[src/inc/rgs_params.svh]
`ifndef RGS_PARAMS_SVH
`define RGS_PARAMS_SVH

// ============================================================
// register offsets (byte addresses, one word each)
`define RGS_OFF_W 8
`define RGS_OFF_DES 8'h00
`define RGS_OFF_FES 8'h04
`define RGS_OFF_FESS 8'h08
`define RGS_OFF_FBRE 8'h0C
`define RGS_OFF_SAFE_EN 8'h10
`define RGS_OFF_IRQ_STS 8'h14
`define RGS_OFF_IRQ_MASK 8'h18
`define RGS_OFF_SEQ_STS 8'h1C

// ============================================================
// field layout
`define RGS_MAX_SRC 16
`define RGS_IRQ_W 4
`define RGS_IRQ_DES 0
`define RGS_IRQ_FES 1
`define RGS_IRQ_SEQ_DONE 2
`define RGS_IRQ_CLR_DONE 3
`define RGS_SEQ_STS_PHASE_LO 0
`define RGS_SEQ_STS_PAD 2
`define RGS_SEQ_STS_CLR_BUSY 3
`define RGS_SEQ_STS_SAFE_REQ 4
`define RGS_SEQ_STS_EXIT_OK 5
`define RGS_FES_PLL_LOSS_BIT 3

// ============================================================
// reset values
`define RGS_RST_SRC 16'h0000
`define RGS_RST_IRQ 4'h0

// ============================================================
// timing: phase lengths in ns, cycle counts at 4 ns, rounded up
`define RGS_CLK_NS 4
`define RGS_PH1_NS 400
`define RGS_PH2_NS 200
`define RGS_PH3_NS 100
`define RGS_PH1_CYC ((`RGS_PH1_NS + `RGS_CLK_NS - 1) / `RGS_CLK_NS)
`define RGS_PH2_CYC ((`RGS_PH2_NS + `RGS_CLK_NS - 1) / `RGS_CLK_NS)
`define RGS_PH3_CYC ((`RGS_PH3_NS + `RGS_CLK_NS - 1) / `RGS_CLK_NS)
`define RGS_CNT_W 12

// ============================================================
// bus encodings
`define RGS_HTRANS_NONSEQ 2'h2
`define RGS_HTRANS_SEQ 2'h3

`endif

[src/inc/rgs_pkg.sv]
`default_nettype none
`include "rgs_params.svh"

package rgs_pkg;

   // ============================================================
   // sequencer phases
   typedef enum logic [1:0] {
      RGS_SEQ_IDLE = 2'b00,
      RGS_SEQ_PH1 = 2'b01,
      RGS_SEQ_PH2 = 2'b10,
      RGS_SEQ_PH3 = 2'b11
   } rgs_seq_state_t;

   // ============================================================
   // outputs toward the mode controller and reset tree
   typedef struct packed {
      rgs_seq_state_t phase;
      logic reset_active;
      logic pad_drive;
   } rgs_seq_out_t;

   // ============================================================
   // clear synchroniser state
   typedef struct packed {
      logic [`RGS_MAX_SRC-1:0] stage1;
      logic [`RGS_MAX_SRC-1:0] stage2;
      logic [`RGS_MAX_SRC-1:0] apply;
   } rgs_clr_state_t;

   // ============================================================
   // main block state
   typedef struct packed {
      logic dp_act;
      logic dp_write;
      logic [`RGS_OFF_W-1:0] dp_addr;
      logic [31:0] rdata;
      logic [`RGS_MAX_SRC-1:0] des;
      logic [`RGS_MAX_SRC-1:0] fes;
      logic [`RGS_MAX_SRC-1:0] fess;
      logic [`RGS_MAX_SRC-1:0] fbre;
      logic [`RGS_MAX_SRC-1:0] safe_en;
      logic [`RGS_MAX_SRC-1:0] safe_prev;
      logic [`RGS_IRQ_W-1:0] irq_sts;
      logic [`RGS_IRQ_W-1:0] irq_mask;
      rgs_seq_state_t seq;
      logic [`RGS_CNT_W-1:0] cnt;
      logic pad;
      logic clr_busy_prev;
   } rgs_state_t;

endpackage

`default_nettype wire

[src/rgs_clear_sync.sv]
`default_nettype none
`include "rgs_params.svh"

module rgs_clear_sync
   import rgs_pkg::*;
(
   input wire logic hclk,
   input wire logic hresetn,
   input wire logic [`RGS_MAX_SRC-1:0] req,
   input wire logic abort,
   output logic [`RGS_MAX_SRC-1:0] apply,
   output logic busy
);

   rgs_clr_state_t st_reg;
   rgs_clr_state_t st_next;

   // ============================================================
   // three-stage clear path; a reset start flushes all three stages so
   // nothing half-done leaks into a later request
   always_comb begin
      st_next = st_reg;
      st_next.stage1 = abort ? `RGS_RST_SRC : req; // see RQ1
      st_next.stage2 = abort ? `RGS_RST_SRC : st_reg.stage1; // see RQ2
      st_next.apply = abort ? `RGS_RST_SRC : st_reg.stage2; // see RQ3
   end

   always_ff @(posedge hclk or negedge hresetn) begin
      if (!hresetn) begin
         st_reg <= '0;
      end else begin
         st_reg <= st_next;
      end
   end

   assign apply = st_reg.apply;
   assign busy = |{st_reg.stage1, st_reg.stage2, st_reg.apply};

endmodule

`default_nettype wire

[src/rgs_sequencer.sv]
// The register offsets and the AHB-Lite register port were left to the implementer.
`default_nettype none
`include "rgs_params.svh"

// Contract
// RQ1 - flag clear takes two synchronised cycles
// RQ2 - reset during clear may abandon it
// RQ3 - abandoned clear never disturbs later clears
// RQ4 - software reads status back before software reset
// RQ5 - short starts phase three, long phase one
// RQ6 - per source short-select and pad-drive bits
// RQ7 - short plus pad-drive runs long sequence
// RQ8 - short plus pad-drive leaves pad undriven
// RQ9 - software never sets short with pad-drive
// RQ10 - safe exit blocked while cause active
// RQ11 - clearing safe cause flag may allow exit
// RQ12 - software removes safe cause before clearing
// RQ13 - low voltage with pll may flag pll loss
// RQ14 - flags set by source, cleared writing one
module rgs_sequencer
   import rgs_pkg::*;
#(
   parameter int N_DES = `RGS_MAX_SRC,
   parameter int N_FUN = `RGS_MAX_SRC,
   parameter int PH1_CYC = `RGS_PH1_CYC,
   parameter int PH2_CYC = `RGS_PH2_CYC,
   parameter int PH3_CYC = `RGS_PH3_CYC,
   parameter bit FIXED_SAFE_EXIT = 1'b0
)
(
   input wire logic hclk,
   input wire logic hresetn,
   input wire logic hsel,
   input wire logic [31:0] haddr,
   input wire logic [1:0] htrans,
   input wire logic hwrite,
   input wire logic [2:0] hsize,
   input wire logic [31:0] hwdata,
   input wire logic hready,
   output logic hreadyout,
   output logic hresp,
   output logic [31:0] hrdata,
   input wire logic [`RGS_MAX_SRC-1:0] des_event,
   input wire logic [`RGS_MAX_SRC-1:0] fun_event,
   input wire logic [`RGS_MAX_SRC-1:0] safe_cond,
   input wire logic pll_in_use,
   input wire logic low_voltage_detector_upper,
   output rgs_seq_out_t seq_out,
   output logic ext_reset_out,
   output logic ext_reset_oe,
   output logic safe_request,
   output logic safe_exit_allow,
   output logic irq
);

   // ============================================================
   // elaboration checks
   initial begin
      if (N_DES < 1 || N_DES > `RGS_MAX_SRC) begin
         $error("N_DES out of range");
      end
      if (N_FUN < 1 || N_FUN > `RGS_MAX_SRC) begin
         $error("N_FUN out of range");
      end
      if (N_FUN <= `RGS_FES_PLL_LOSS_BIT) begin
         $error("N_FUN too small for pll loss flag");
      end
      if (PH1_CYC < 1 || PH1_CYC >= (1 << `RGS_CNT_W)) begin
         $error("PH1_CYC out of range");
      end
      if (PH2_CYC < 1 || PH2_CYC >= (1 << `RGS_CNT_W)) begin
         $error("PH2_CYC out of range");
      end
      if (PH3_CYC < 1 || PH3_CYC >= (1 << `RGS_CNT_W)) begin
         $error("PH3_CYC out of range");
      end
   end

   // ============================================================
   // helpers
   function automatic logic [`RGS_MAX_SRC-1:0] src_mask(input int n);
      logic [`RGS_MAX_SRC-1:0] m;
      m = '0;
      for (int i = 0; i < `RGS_MAX_SRC; i++) begin
         m[i] = (i < n);
      end
      return m;
   endfunction

   function automatic logic [`RGS_CNT_W-1:0] load_cnt(input int cyc);
      return `RGS_CNT_W'(cyc - 1);
   endfunction

   localparam logic [`RGS_MAX_SRC-1:0] DES_MASK = src_mask(N_DES);
   localparam logic [`RGS_MAX_SRC-1:0] FUN_MASK = src_mask(N_FUN);

   rgs_state_t st_reg;
   rgs_state_t st_next;

   logic [`RGS_MAX_SRC-1:0] clr_req_des;
   logic [`RGS_MAX_SRC-1:0] clr_req_fes;
   logic [`RGS_MAX_SRC-1:0] clr_apply_des;
   logic [`RGS_MAX_SRC-1:0] clr_apply_fes;
   logic clr_busy_des;
   logic clr_busy_fes;
   logic seq_start;
   logic addr_take;
   logic wr_now;
   logic [31:0] rd_val;
   logic [`RGS_MAX_SRC-1:0] des_in;
   logic [`RGS_MAX_SRC-1:0] fun_in;
   logic [`RGS_MAX_SRC-1:0] safe_rise;
   logic [`RGS_MAX_SRC-1:0] fun_set;
   logic [`RGS_MAX_SRC-1:0] short_ok;
   logic [`RGS_MAX_SRC-1:0] pad_req;
   logic go_long;
   logic go_pad;
   logic exit_blocked;

   // ============================================================
   // event qualification
   always_comb begin
      des_in = des_event & DES_MASK;
      fun_in = fun_event & FUN_MASK;
      safe_rise = safe_cond & ~st_reg.safe_prev & st_reg.safe_en & FUN_MASK;
      fun_set = fun_in | safe_rise;
      // brown-out while the pll runs also marks pll loss
      if (pll_in_use && low_voltage_detector_upper) begin
         fun_set[`RGS_FES_PLL_LOSS_BIT] = 1'b1; // see RQ13
      end
   end

   // ============================================================
   // sequence choice for functional sources
   always_comb begin
      // pad drive only counts when the short path is off
      short_ok = fun_in & st_reg.fess & ~st_reg.fbre; // see RQ6
      pad_req = fun_in & st_reg.fbre & ~st_reg.fess; // see RQ8
      // short plus pad falls back to the long sequence
      go_long = |(fun_in & ~short_ok) || (|des_in); // see RQ7
      go_pad = (|pad_req) || (|des_in);
      seq_start = (st_reg.seq == RGS_SEQ_IDLE) && ((|des_in) || (|fun_in));
   end

   // ============================================================
   // safe mode gating
   always_comb begin
      // exit follows the stored flags unless FIXED_SAFE_EXIT is set, so clearing
      // one early can release safe mode with the cause still present
      exit_blocked = |(st_reg.fes & st_reg.safe_en); // see RQ11
      if (FIXED_SAFE_EXIT) begin
         exit_blocked = exit_blocked || (|(safe_cond & st_reg.safe_en)); // see RQ10
      end
   end

   // ============================================================
   // bus slave, zero wait state
   always_comb begin
      addr_take = hsel && hready &&
                  (htrans == `RGS_HTRANS_NONSEQ ||
                   htrans == `RGS_HTRANS_SEQ);
      wr_now = st_reg.dp_act && st_reg.dp_write;
      clr_req_des = '0;
      clr_req_fes = '0;
      if (wr_now && st_reg.dp_addr == `RGS_OFF_DES) begin
         clr_req_des = hwdata[`RGS_MAX_SRC-1:0] & DES_MASK; // see RQ14
      end
      if (wr_now && st_reg.dp_addr == `RGS_OFF_FES) begin
         clr_req_fes = hwdata[`RGS_MAX_SRC-1:0] & FUN_MASK; // see RQ14
      end
   end

   always_comb begin
      rd_val = '0;
      case (haddr[`RGS_OFF_W-1:0])
         `RGS_OFF_DES: begin
            rd_val[`RGS_MAX_SRC-1:0] = st_reg.des;
         end
         `RGS_OFF_FES: begin
            rd_val[`RGS_MAX_SRC-1:0] = st_reg.fes;
         end
         `RGS_OFF_FESS: begin
            rd_val[`RGS_MAX_SRC-1:0] = st_reg.fess;
         end
         `RGS_OFF_FBRE: begin
            rd_val[`RGS_MAX_SRC-1:0] = st_reg.fbre;
         end
         `RGS_OFF_SAFE_EN: begin
            rd_val[`RGS_MAX_SRC-1:0] = st_reg.safe_en;
         end
         `RGS_OFF_IRQ_STS: begin
            rd_val[`RGS_IRQ_W-1:0] = st_reg.irq_sts;
         end
         `RGS_OFF_IRQ_MASK: begin
            rd_val[`RGS_IRQ_W-1:0] = st_reg.irq_mask;
         end
         `RGS_OFF_SEQ_STS: begin
            rd_val[`RGS_SEQ_STS_PHASE_LO +: 2] = st_reg.seq;
            rd_val[`RGS_SEQ_STS_PAD] = st_reg.pad;
            // lets software confirm a clear has landed
            rd_val[`RGS_SEQ_STS_CLR_BUSY] = clr_busy_des || clr_busy_fes; // see RQ4
            rd_val[`RGS_SEQ_STS_SAFE_REQ] = safe_request;
            rd_val[`RGS_SEQ_STS_EXIT_OK] = !exit_blocked;
         end
         default: begin
            rd_val = '0;
         end
      endcase
   end

   // ============================================================
   // clear synchronisers, flushed by any reset start
   rgs_clear_sync u_clr_des (
      .hclk(hclk),
      .hresetn(hresetn),
      .req(clr_req_des),
      .abort(seq_start), // see RQ2
      .apply(clr_apply_des),
      .busy(clr_busy_des)
   );

   rgs_clear_sync u_clr_fes (
      .hclk(hclk),
      .hresetn(hresetn),
      .req(clr_req_fes),
      .abort(seq_start), // see RQ2
      .apply(clr_apply_fes),
      .busy(clr_busy_fes)
   );

   // ============================================================
   // next state
   always_comb begin
      logic [`RGS_IRQ_W-1:0] irq_set;
      irq_set = '0;
      st_next = st_reg;

      st_next.dp_act = addr_take;
      st_next.dp_write = hwrite;
      st_next.dp_addr = haddr[`RGS_OFF_W-1:0];
      st_next.rdata = (addr_take && !hwrite) ? rd_val : '0;
      st_next.safe_prev = safe_cond;

      // flags: a new event beats a clear landing the same edge
      st_next.des = (st_reg.des & ~clr_apply_des) | des_in; // see RQ1
      st_next.fes = (st_reg.fes & ~clr_apply_fes) | fun_set; // see RQ1

      if (wr_now) begin
         case (st_reg.dp_addr)
            `RGS_OFF_FESS: begin
               st_next.fess = hwdata[`RGS_MAX_SRC-1:0] & FUN_MASK; // see RQ6
            end
            `RGS_OFF_FBRE: begin
               st_next.fbre = hwdata[`RGS_MAX_SRC-1:0] & FUN_MASK; // see RQ6
            end
            `RGS_OFF_SAFE_EN: begin
               st_next.safe_en = hwdata[`RGS_MAX_SRC-1:0] & FUN_MASK;
            end
            `RGS_OFF_IRQ_MASK: begin
               st_next.irq_mask = hwdata[`RGS_IRQ_W-1:0];
            end
            `RGS_OFF_IRQ_STS: begin
               st_next.irq_sts = st_reg.irq_sts & ~hwdata[`RGS_IRQ_W-1:0];
            end
            default: begin
               st_next.irq_mask = st_reg.irq_mask;
            end
         endcase
      end

      // sequencer
      case (st_reg.seq)
         RGS_SEQ_IDLE: begin
            if (seq_start) begin
               st_next.pad = go_pad; // see RQ8
               if (go_long) begin
                  st_next.seq = RGS_SEQ_PH1; // see RQ5
                  st_next.cnt = load_cnt(PH1_CYC);
               end else begin
                  st_next.seq = RGS_SEQ_PH3; // see RQ5
                  st_next.cnt = load_cnt(PH3_CYC);
               end
            end
         end
         RGS_SEQ_PH1: begin
            if (st_reg.cnt == '0) begin
               st_next.seq = RGS_SEQ_PH2;
               st_next.cnt = load_cnt(PH2_CYC);
            end else begin
               st_next.cnt = st_reg.cnt - `RGS_CNT_W'(1);
            end
         end
         RGS_SEQ_PH2: begin
            if (st_reg.cnt == '0) begin
               st_next.seq = RGS_SEQ_PH3;
               st_next.cnt = load_cnt(PH3_CYC);
            end else begin
               st_next.cnt = st_reg.cnt - `RGS_CNT_W'(1);
            end
         end
         RGS_SEQ_PH3: begin
            if (st_reg.cnt == '0) begin
               st_next.seq = RGS_SEQ_IDLE;
               st_next.pad = 1'b0;
               irq_set[`RGS_IRQ_SEQ_DONE] = 1'b1;
            end else begin
               st_next.cnt = st_reg.cnt - `RGS_CNT_W'(1);
            end
         end
         default: begin
            st_next.seq = RGS_SEQ_IDLE;
            st_next.pad = 1'b0;
         end
      endcase

      // interrupt events; set wins over a write-one clear
      st_next.clr_busy_prev = clr_busy_des || clr_busy_fes;
      irq_set[`RGS_IRQ_DES] = |des_in;
      irq_set[`RGS_IRQ_FES] = |fun_set;
      irq_set[`RGS_IRQ_CLR_DONE] = st_reg.clr_busy_prev &&
                                   !(clr_busy_des || clr_busy_fes);
      st_next.irq_sts = st_next.irq_sts | irq_set;
   end

   // ============================================================
   // state register; flags survive the sequencer's own resets
   always_ff @(posedge hclk or negedge hresetn) begin
      if (!hresetn) begin
         st_reg <= '{
            dp_act: 1'b0,
            dp_write: 1'b0,
            dp_addr: '0,
            rdata: '0,
            des: `RGS_RST_SRC,
            fes: `RGS_RST_SRC,
            fess: `RGS_RST_SRC,
            fbre: `RGS_RST_SRC,
            safe_en: `RGS_RST_SRC,
            safe_prev: `RGS_RST_SRC,
            irq_sts: `RGS_RST_IRQ,
            irq_mask: `RGS_RST_IRQ,
            seq: RGS_SEQ_IDLE,
            cnt: '0,
            pad: 1'b0,
            clr_busy_prev: 1'b0
         };
      end else begin
         st_reg <= st_next;
      end
   end

   // ============================================================
   // outputs
   assign hreadyout = 1'b1;
   assign hresp = 1'b0;
   assign hrdata = st_reg.rdata;
   assign seq_out = '{phase: st_reg.seq,
                      reset_active: (st_reg.seq != RGS_SEQ_IDLE),
                      pad_drive: st_reg.pad};
   // open drain: pull low only while driving
   assign ext_reset_out = 1'b0;
   assign ext_reset_oe = st_reg.pad;
   assign safe_request = |(safe_cond & st_reg.safe_en);
   assign safe_exit_allow = !exit_blocked; // see RQ10
   assign irq = |(st_reg.irq_sts & st_reg.irq_mask);

endmodule

`default_nettype wire

[config.mk]
export PLATFORM = sky130hd
export DESIGN_NAME = rgs_sequencer
export DESIGN_NICKNAME = d
export VERILOG_FILES = /design/src/inc/rgs_pkg.sv /design/src/rgs_clear_sync.sv /design/src/rgs_sequencer.sv
export VERILOG_INCLUDE_DIRS = /design/src /design/src/inc
export SDC_FILE = /design/constraint.sdc
export NUM_CORES = 1
export LEC_CHECK = 0
export ABC_CLOCK_PERIOD_IN_PS = 3040
export BUFFER_PORTS_ARGS = -buffer_cell sky130_fd_sc_hd__buf_2
export CAP_MARGIN = 0
export CORE_UTILIZATION = 34
export CTS_CLUSTER_DIAMETER = 120
export DETAILED_ROUTE_END_ITERATION = 7
export SYNTH_ARGS = -nofsm -noshare
export SYNTH_HDL_FRONTEND = slang
export SYNTH_SLANG_ARGS = --single-unit
[constraint.sdc]
create_clock -name hclk -period 3.04 [get_ports hclk]
set_input_delay 0.912 -clock hclk [delete_from_list [all_inputs] [get_ports hclk]]
set_output_delay 0.912 -clock hclk [all_outputs]
set_load 0.01 [all_outputs]
==> summary.txt, run 1 <==
status = completed
static leakage = 5.77 nW
Root Driver = clkbuf_16
Ys Warns = 0
Vias per Instance = 5.34
top_reg_cell synth = dfrtp_1
Post-synth EDFFs = 0
Clock Skew = 10.2 ps
Max stage delay cell, worst path = dfrtp_1
number of global-route vias before repair = 7516
Antenna diodes = 0
Finish-stage setup viols = 0
CP Launch Point = st_reg[40]
die area = 31400 um2
die width = 177 um
Adder-Cell Fraction of Synth Area = 0.00839
VDD IR max = 0.364 mV
final period utilization = 0.983
mux cell area share after synthesis = 0.0714
hold buffer count at CTS = 0
clock network fraction of total power = 0.491
core area = 30000 um2
fin nets = 1148
RR Endpoint = st_reg[21]
share of cells above drive strength 1 = 0.240
ANT nets after route = 0
first-pass GRT wire length = 47500 um
routability congestion estimate = 0.925
Yosys cell types = 62
Post-Synth Simple-Gate Area = 0.158
sequential fraction of the synthesis area = 0.580
crit end category = output pin
grt ovf = 0
DIE HEIGHT = 177 um
Initial Util = 0.349
overall power = 7.10 mW
WP data required = 2130 ps
delay of the slowest critical-path stage = 500 ps
first drt pass iteration count = 8
Psw = 1.59 mW
largest family of logic cells by synthesized area = simple AND/OR/NAND/NOR gates
flops & latches, synth = 242
crit path to = safe_exit_allow
switching share of total power = 0.224
clock tree from TritonCTS = yes
Clock Latency Late Sink = 550 ps
Final Hold Fails = 0
DRC errors left = 0
TritonCTS Buffers = 27
Async S/R FF share, synth = 1.00
initial antenna violation count = 1
Detailed Route Iter0 Violations = 572
Synth Area in XOR/XNOR = 0.000839
Int Power = 5.51 mW
final wirelength = 31700 um
max reg flops = 127
worst-margin pin slew = 784 ps
buffers added on ports = 103
post-DP HPWL = 24400 um
vias = 7617
setup TNS = 0 ps
CP Max Fanout = 5
# rows = 63
max-slew violations = 0
HP Class = primary input to async pin
WP data arrival = 2080 ps
Compound-Gate Fraction of Synth Area = 0.120
total I/O pin count = 167
DR WL/cell = 22.2 um
crit path time final = 2990 ps
H-tree Lvls = 1
crit path kind = register to output pin
Overall Global Routing Usage = 0.206
Logic pwr share = 0.045
r2r startpoint = st_reg[157]
clk sinks = 242
crit-path cells = a22o_1 > a221oi_1 > and4_2 > buf_2
RSZ-0062 raised after global routing = false
Syn Area/Cell = 11.6 um2
R2R setup slack = 710 ps
Max clock buf depth = 3
synthesis-to-layout area growth = 19.0%
post-CTS setup repair buffer count = 0
largest net degree at the start of global routing = 72
Max Freq = 335 MHz
startpoint type of the worst setup path = register
clock-pin slew on the worst setup and hold paths = 60 ps
Syn Std Cell Area = 10400 um2
Mapped Cells = 899
Sequential Power Share = 0.464
worst rel slew slack = 0.472
MaxCap Viol Count = 0
reg2reg path depth = 4
Pwr Density = 571 nW/um2
filler cell count = 2870
-- routing by layer --
| layer | wire length, um | global-route usage | up-vias |
|---|---|---|---|
| met4 | 1310 | 0.0801 | 0 |
| met3 | 1880 | 0.0337 | 66 |
| met2 | 15100 | 0.338 | 290 |
| met5 | 0 | 0 | - |
| met1 | 13400 | 0.272 | 3852 |
| li1 | - | - | 3409 |
-- worst min path at each step --
stage	to	cells past startpoint
after detailed placement	st_reg[101]	1
final	st_reg[13]	1
after CTS	hrdata[10]	1
after floorplan	st_reg[101]	1
after global placement	st_reg[101]	1
after global routing	hrdata[14]	1
-- cells in the final DEF, fill, tap and decap left out, types with 7 or more instances in the layout --
cell,count
a22o_1,7
nor2_1,25
or3_1,8
mux2_2,54
nor2b_1,8
nor4_1,41
inv_1,61
o21ai_0,33
buf_4,28
buf_2,102
a32o_1,7
nand2b_1,12
a21oi_1,24
conb_1,19
a21o_1,18
a22oi_1,25
clkbuf_16,27
mux2i_1,7
nand4_1,19
ha_1,7
nand3_1,8
and2_1,96
a222oi_1,10
a31oi_1,11
a221oi_1,7
nand2_1,33
dfrtp_1,242
-- worst max-delay path: cells and delay by family, from the launching register on --
kind                   cells  cell delay, ps
and+or+nand+nor            1             320
buffers and inverters      1             140
DFF                        1             500
AOI/OAI and AO/OA          2             580
-- Yosys cell counts, types with 8 or more instances --
cell type    n  area (um2)
and2_1      96         601
or3_1        8        50.1
a22oi_1     25         188
nand4_1     19         119
mux2_2      54         608
buf_4       39         293
clkbuf_1    20        75.1
dfrtp_1    242        6060
nor2_1      25        93.8
nand2b_1    12        75.1
o21ai_0     34         170
a31oi_1     11        68.8
a21oi_1     24         120
nor2b_1      8        50.1
nor4_1      42         263
nand2_1     33         124
a222oi_1    10         100
nand3_1      8        40.0
a21o_1      18         135
inv_1       61         229
-- stage by stage --
stage	instance area, um2	std cells	hold WS [ps]	util	setup slack (ps)
finish	12400	1427	306	0.415	50.6
global route	12400	1427	333	0.415	4.73
CTS	12400	1427	315	0.415	49.3
detailed placement	11500	1378	443	0.383	69.0
global placement	11500	1378	435	0.383	93.8
floorplan	10500	916	425	-	432
-- power by group through the flow --
stage               combinational (mW)  sequential (mW)  clock (mW)
floorplan                        0.117             3.33           0
detailed placement               0.323             3.35           0
global placement                 0.321             3.35           0
CTS                              0.324             3.29        3.55
finish                           0.319             3.29        3.49
global route                     0.352             3.29        3.69
-- area by class of cell --
cell class | count | area [um2] | share of cell area
Multi-Input combinational cell | 548 | 3840 | 0.309
Inverter | 61 | 229 | 0.0184
Timing Repair Buffer | 137 | 856 | 0.0689
Clock inverter | 14 | 228 | 0.0183
Tap cell | 390 | 488 | 0.0393
Clock buffer | 35 | 736 | 0.0592
Sequential cell | 242 | 6060 | 0.487
-- logic make-up after synthesis --
family,count (synthesis)
AOI/OAI and AO/OA,175
xor gates and xnor gates,1
adders and majority gates,7
buffers and inverters,126
DFF,242
muxes,64
other,2
and+or+nand+nor,282
-- repair_timing --
item | in CTS | in global routing
resized for setup | 0 | 1
endpoints found under the hold margin | 0 | 0
setup endpoints to repair | 0 | 1
No activity file was read; power rests on OpenSTA's default activity.
==> inputs of run 2 (changes only) <==
Settings changed: ABC_CLOCK_PERIOD_IN_PS 3040 to 3750, CTS_CLUSTER_SIZE set to 25.
Clock period 3.04 ns to 3.75 ns, I/O delays scaled along.
==> run 2 against run 1 <==
Utilization is 2.5 points lower. Register-to-register slack better by 560 ps. Power is 38% lower. Largest power group is now sequential cells. Routed wire length is 2.3% lower. Highest routed layer unchanged. Cell count is 3.2% lower. Setup slack better by 360 ps. Global-route usage is 0.47 points lower. Die area stayed put.
==> summary.txt, run 2 (synthesis gave the netlist of run 1 again) <==
grt ovf = 0
Logic pwr share = 0.058
Detailed Route Iter0 Violations = 579
hold buffer count at CTS = 0
Sequential Power Share = 0.605
Antenna diodes = 0
largest net degree at the start of global routing = 75
crit path kind = primary input to output pin
Vias per Instance = 5.42
setup TNS = 0 ps
WHS = 470 ps
RR Endpoint = st_reg[12]
H-tree Lvls = 1
clock tree from TritonCTS = yes
# rows = 63
Reg area = 6060 um2
MaxCap Viol Count = 0
die area = 31400 um2
static leakage = 5.40 nW
commonest cells after routing, fill and taps aside = 242 x dfrtp_1, 102 x buf_2, 96 x and2_1
initial antenna violation count = 0
first drt pass iteration count = 6
WP data arrival = 2210 ps
filler cell count = 2974
post_cts resized = 0
Setup WS pre-CTS = 428 ps
Layout Utilization = 0.390
crit-path cells = buf_2 > a22oi_1 > nand4_1 > or3_1 > buf_2
Max stage delay cell, worst path = or3_1
share of cells above drive strength 1 = 0.208
routability congestion estimate = 0.948
TritonCTS Buffers = 13
Pwr Density = 377 nW/um2
max reg flops = 127
Int Power = 3.36 mW
HP Class = register to register
R2R setup slack = 1270 ps
buffers added on ports = 103
total I/O pin count = 167
Max Freq = 300 MHz
crit end category = output pin
most common cell after layout, fill and taps aside = dfrtp_1
status = completed
number of global-route vias before repair = 7457
VDD IR max = 0.211 mV
core area = 30000 um2
max-slew violations = 0
post-CTS setup repair buffer count = 0
post-DP HPWL = 24200 um
hold path depth = 1
vias = 7481
switching share of total power = 0.237
RSZ-0062 raised after global routing = false
fin nets = 1121
Design Area, Final = 11700 um2
CP Max Fanout = 3
clock-pin slew on the worst setup and hold paths = 100 ps
final wirelength = 31000 um
startpoint type of the worst setup path = primary input
Root Driver = clkbuf_16
crit path time final = 3330 ps
clock network fraction of total power = 0.337
Hold EP = st_reg[89]
worst rel slew slack = 0.465
Finish-stage setup viols = 0
Max clock buf depth = 3
Clock Skew = 10.4 ps
delay of the slowest critical-path stage = 350 ps
multi-input logic area = 3830 um2
die width = 177 um
reg2reg path depth = 5
DR WL/cell = 22.4 um
Final Hold Fails = 0
slack of the critical path = 415 ps
Psw = 1.04 mW
Clock Latency Late Sink = 490 ps
r2r startpoint = st_reg[7]
clk sinks = 242
synthesis-to-layout area growth = 11.8%
Overall Global Routing Usage = 0.201
Initial Util = 0.349
DRC errors left = 0
dpl cell area = 11300 um2
Min-Delay Startpoint = u_clr_fes.apply[1]
WP data required = 2620 ps
worst-margin pin slew = 794 ps
DIE HEIGHT = 177 um
first-pass GRT wire length = 46400 um
ANT nets after route = 0
CP most frequent cell = buf_2
final period utilization = 0.889
-- run 2: changes by cell type in the layout (fill, tap and decap cells not counted), moves of 2 or more --
cell | before | now
clkbuf_8 | 3 | 0
clkbuf_16 | 27 | 13
bufinv_16 | 5 | 0
clkinvlp_4 | 3 | 0
clkbuf_1 | 5 | 1
buf_12 | 6 | 3
clkinv_2 | 3 | 0
inv_6 | 0 | 2
buf_4 | 28 | 18
-- run 2: worst max path at each step --
stage,startpoint,slack (ps),endpoint,cells after the start
after floorplan,safe_cond[5],900,safe_request,3
after global placement,safe_cond[5],430,safe_request,5
after detailed placement,safe_cond[5],430,safe_request,5
after CTS,safe_cond[5],430,safe_request,5
after global routing,safe_cond[5],360,safe_request,5
final,safe_cond[5],420,safe_request,5
-- run 2: power by group through the flow --
stage / Sequential, mW / Combinational [mW] / Clock [mW]
6_report: 2.66 / 0.254 / 1.48
4_1_cts: 2.66 / 0.259 / 1.53
3_5_place_dp: 2.72 / 0.259 / 0
3_3_place_gp: 2.71 / 0.257 / 0
2_1_floorplan: 2.70 / 0.0949 / 0
5_1_grt: 2.67 / 0.281 / 1.61
-- run 2: critical path: cells and delay by family --
| kind | cells | cell delay (ps) |
|---|---|---|
| AO/OA/AOI/OAI | 1 | 310 |
| buffers and inverters | 2 | 290 |
| AND/OR/NAND/NOR | 2 | 470 |
-- run 2: layout make-up --
cell class	instances	area share
repair buffers	124	0.0617
multi-input cells	548	0.328
clock buffers	14	0.0282
well taps	390	0.0418
inverters	61	0.0196
flip-flops and latches	242	0.519
clock inverters	2	0.00150
-- run 2: per-stage QoR --
stage	total power, mW	std cells
after CTS	4.45	1381
after floorplan	2.80	916
final	4.40	1381
after global placement	2.97	1365
after global routing	4.55	1381
after detailed placement	2.97	1365
-- run 2: per-layer routing --
layer | track usage | vias up | part of all wire
li1 | - | 3344 | -
met2 | 0.334 | 271 | 0.48
met5 | 0 | - | 0
met3 | 0.0268 | 53 | 0.062
met1 | 0.267 | 3813 | 0.42
met4 | 0.0773 | 0 | 0.040
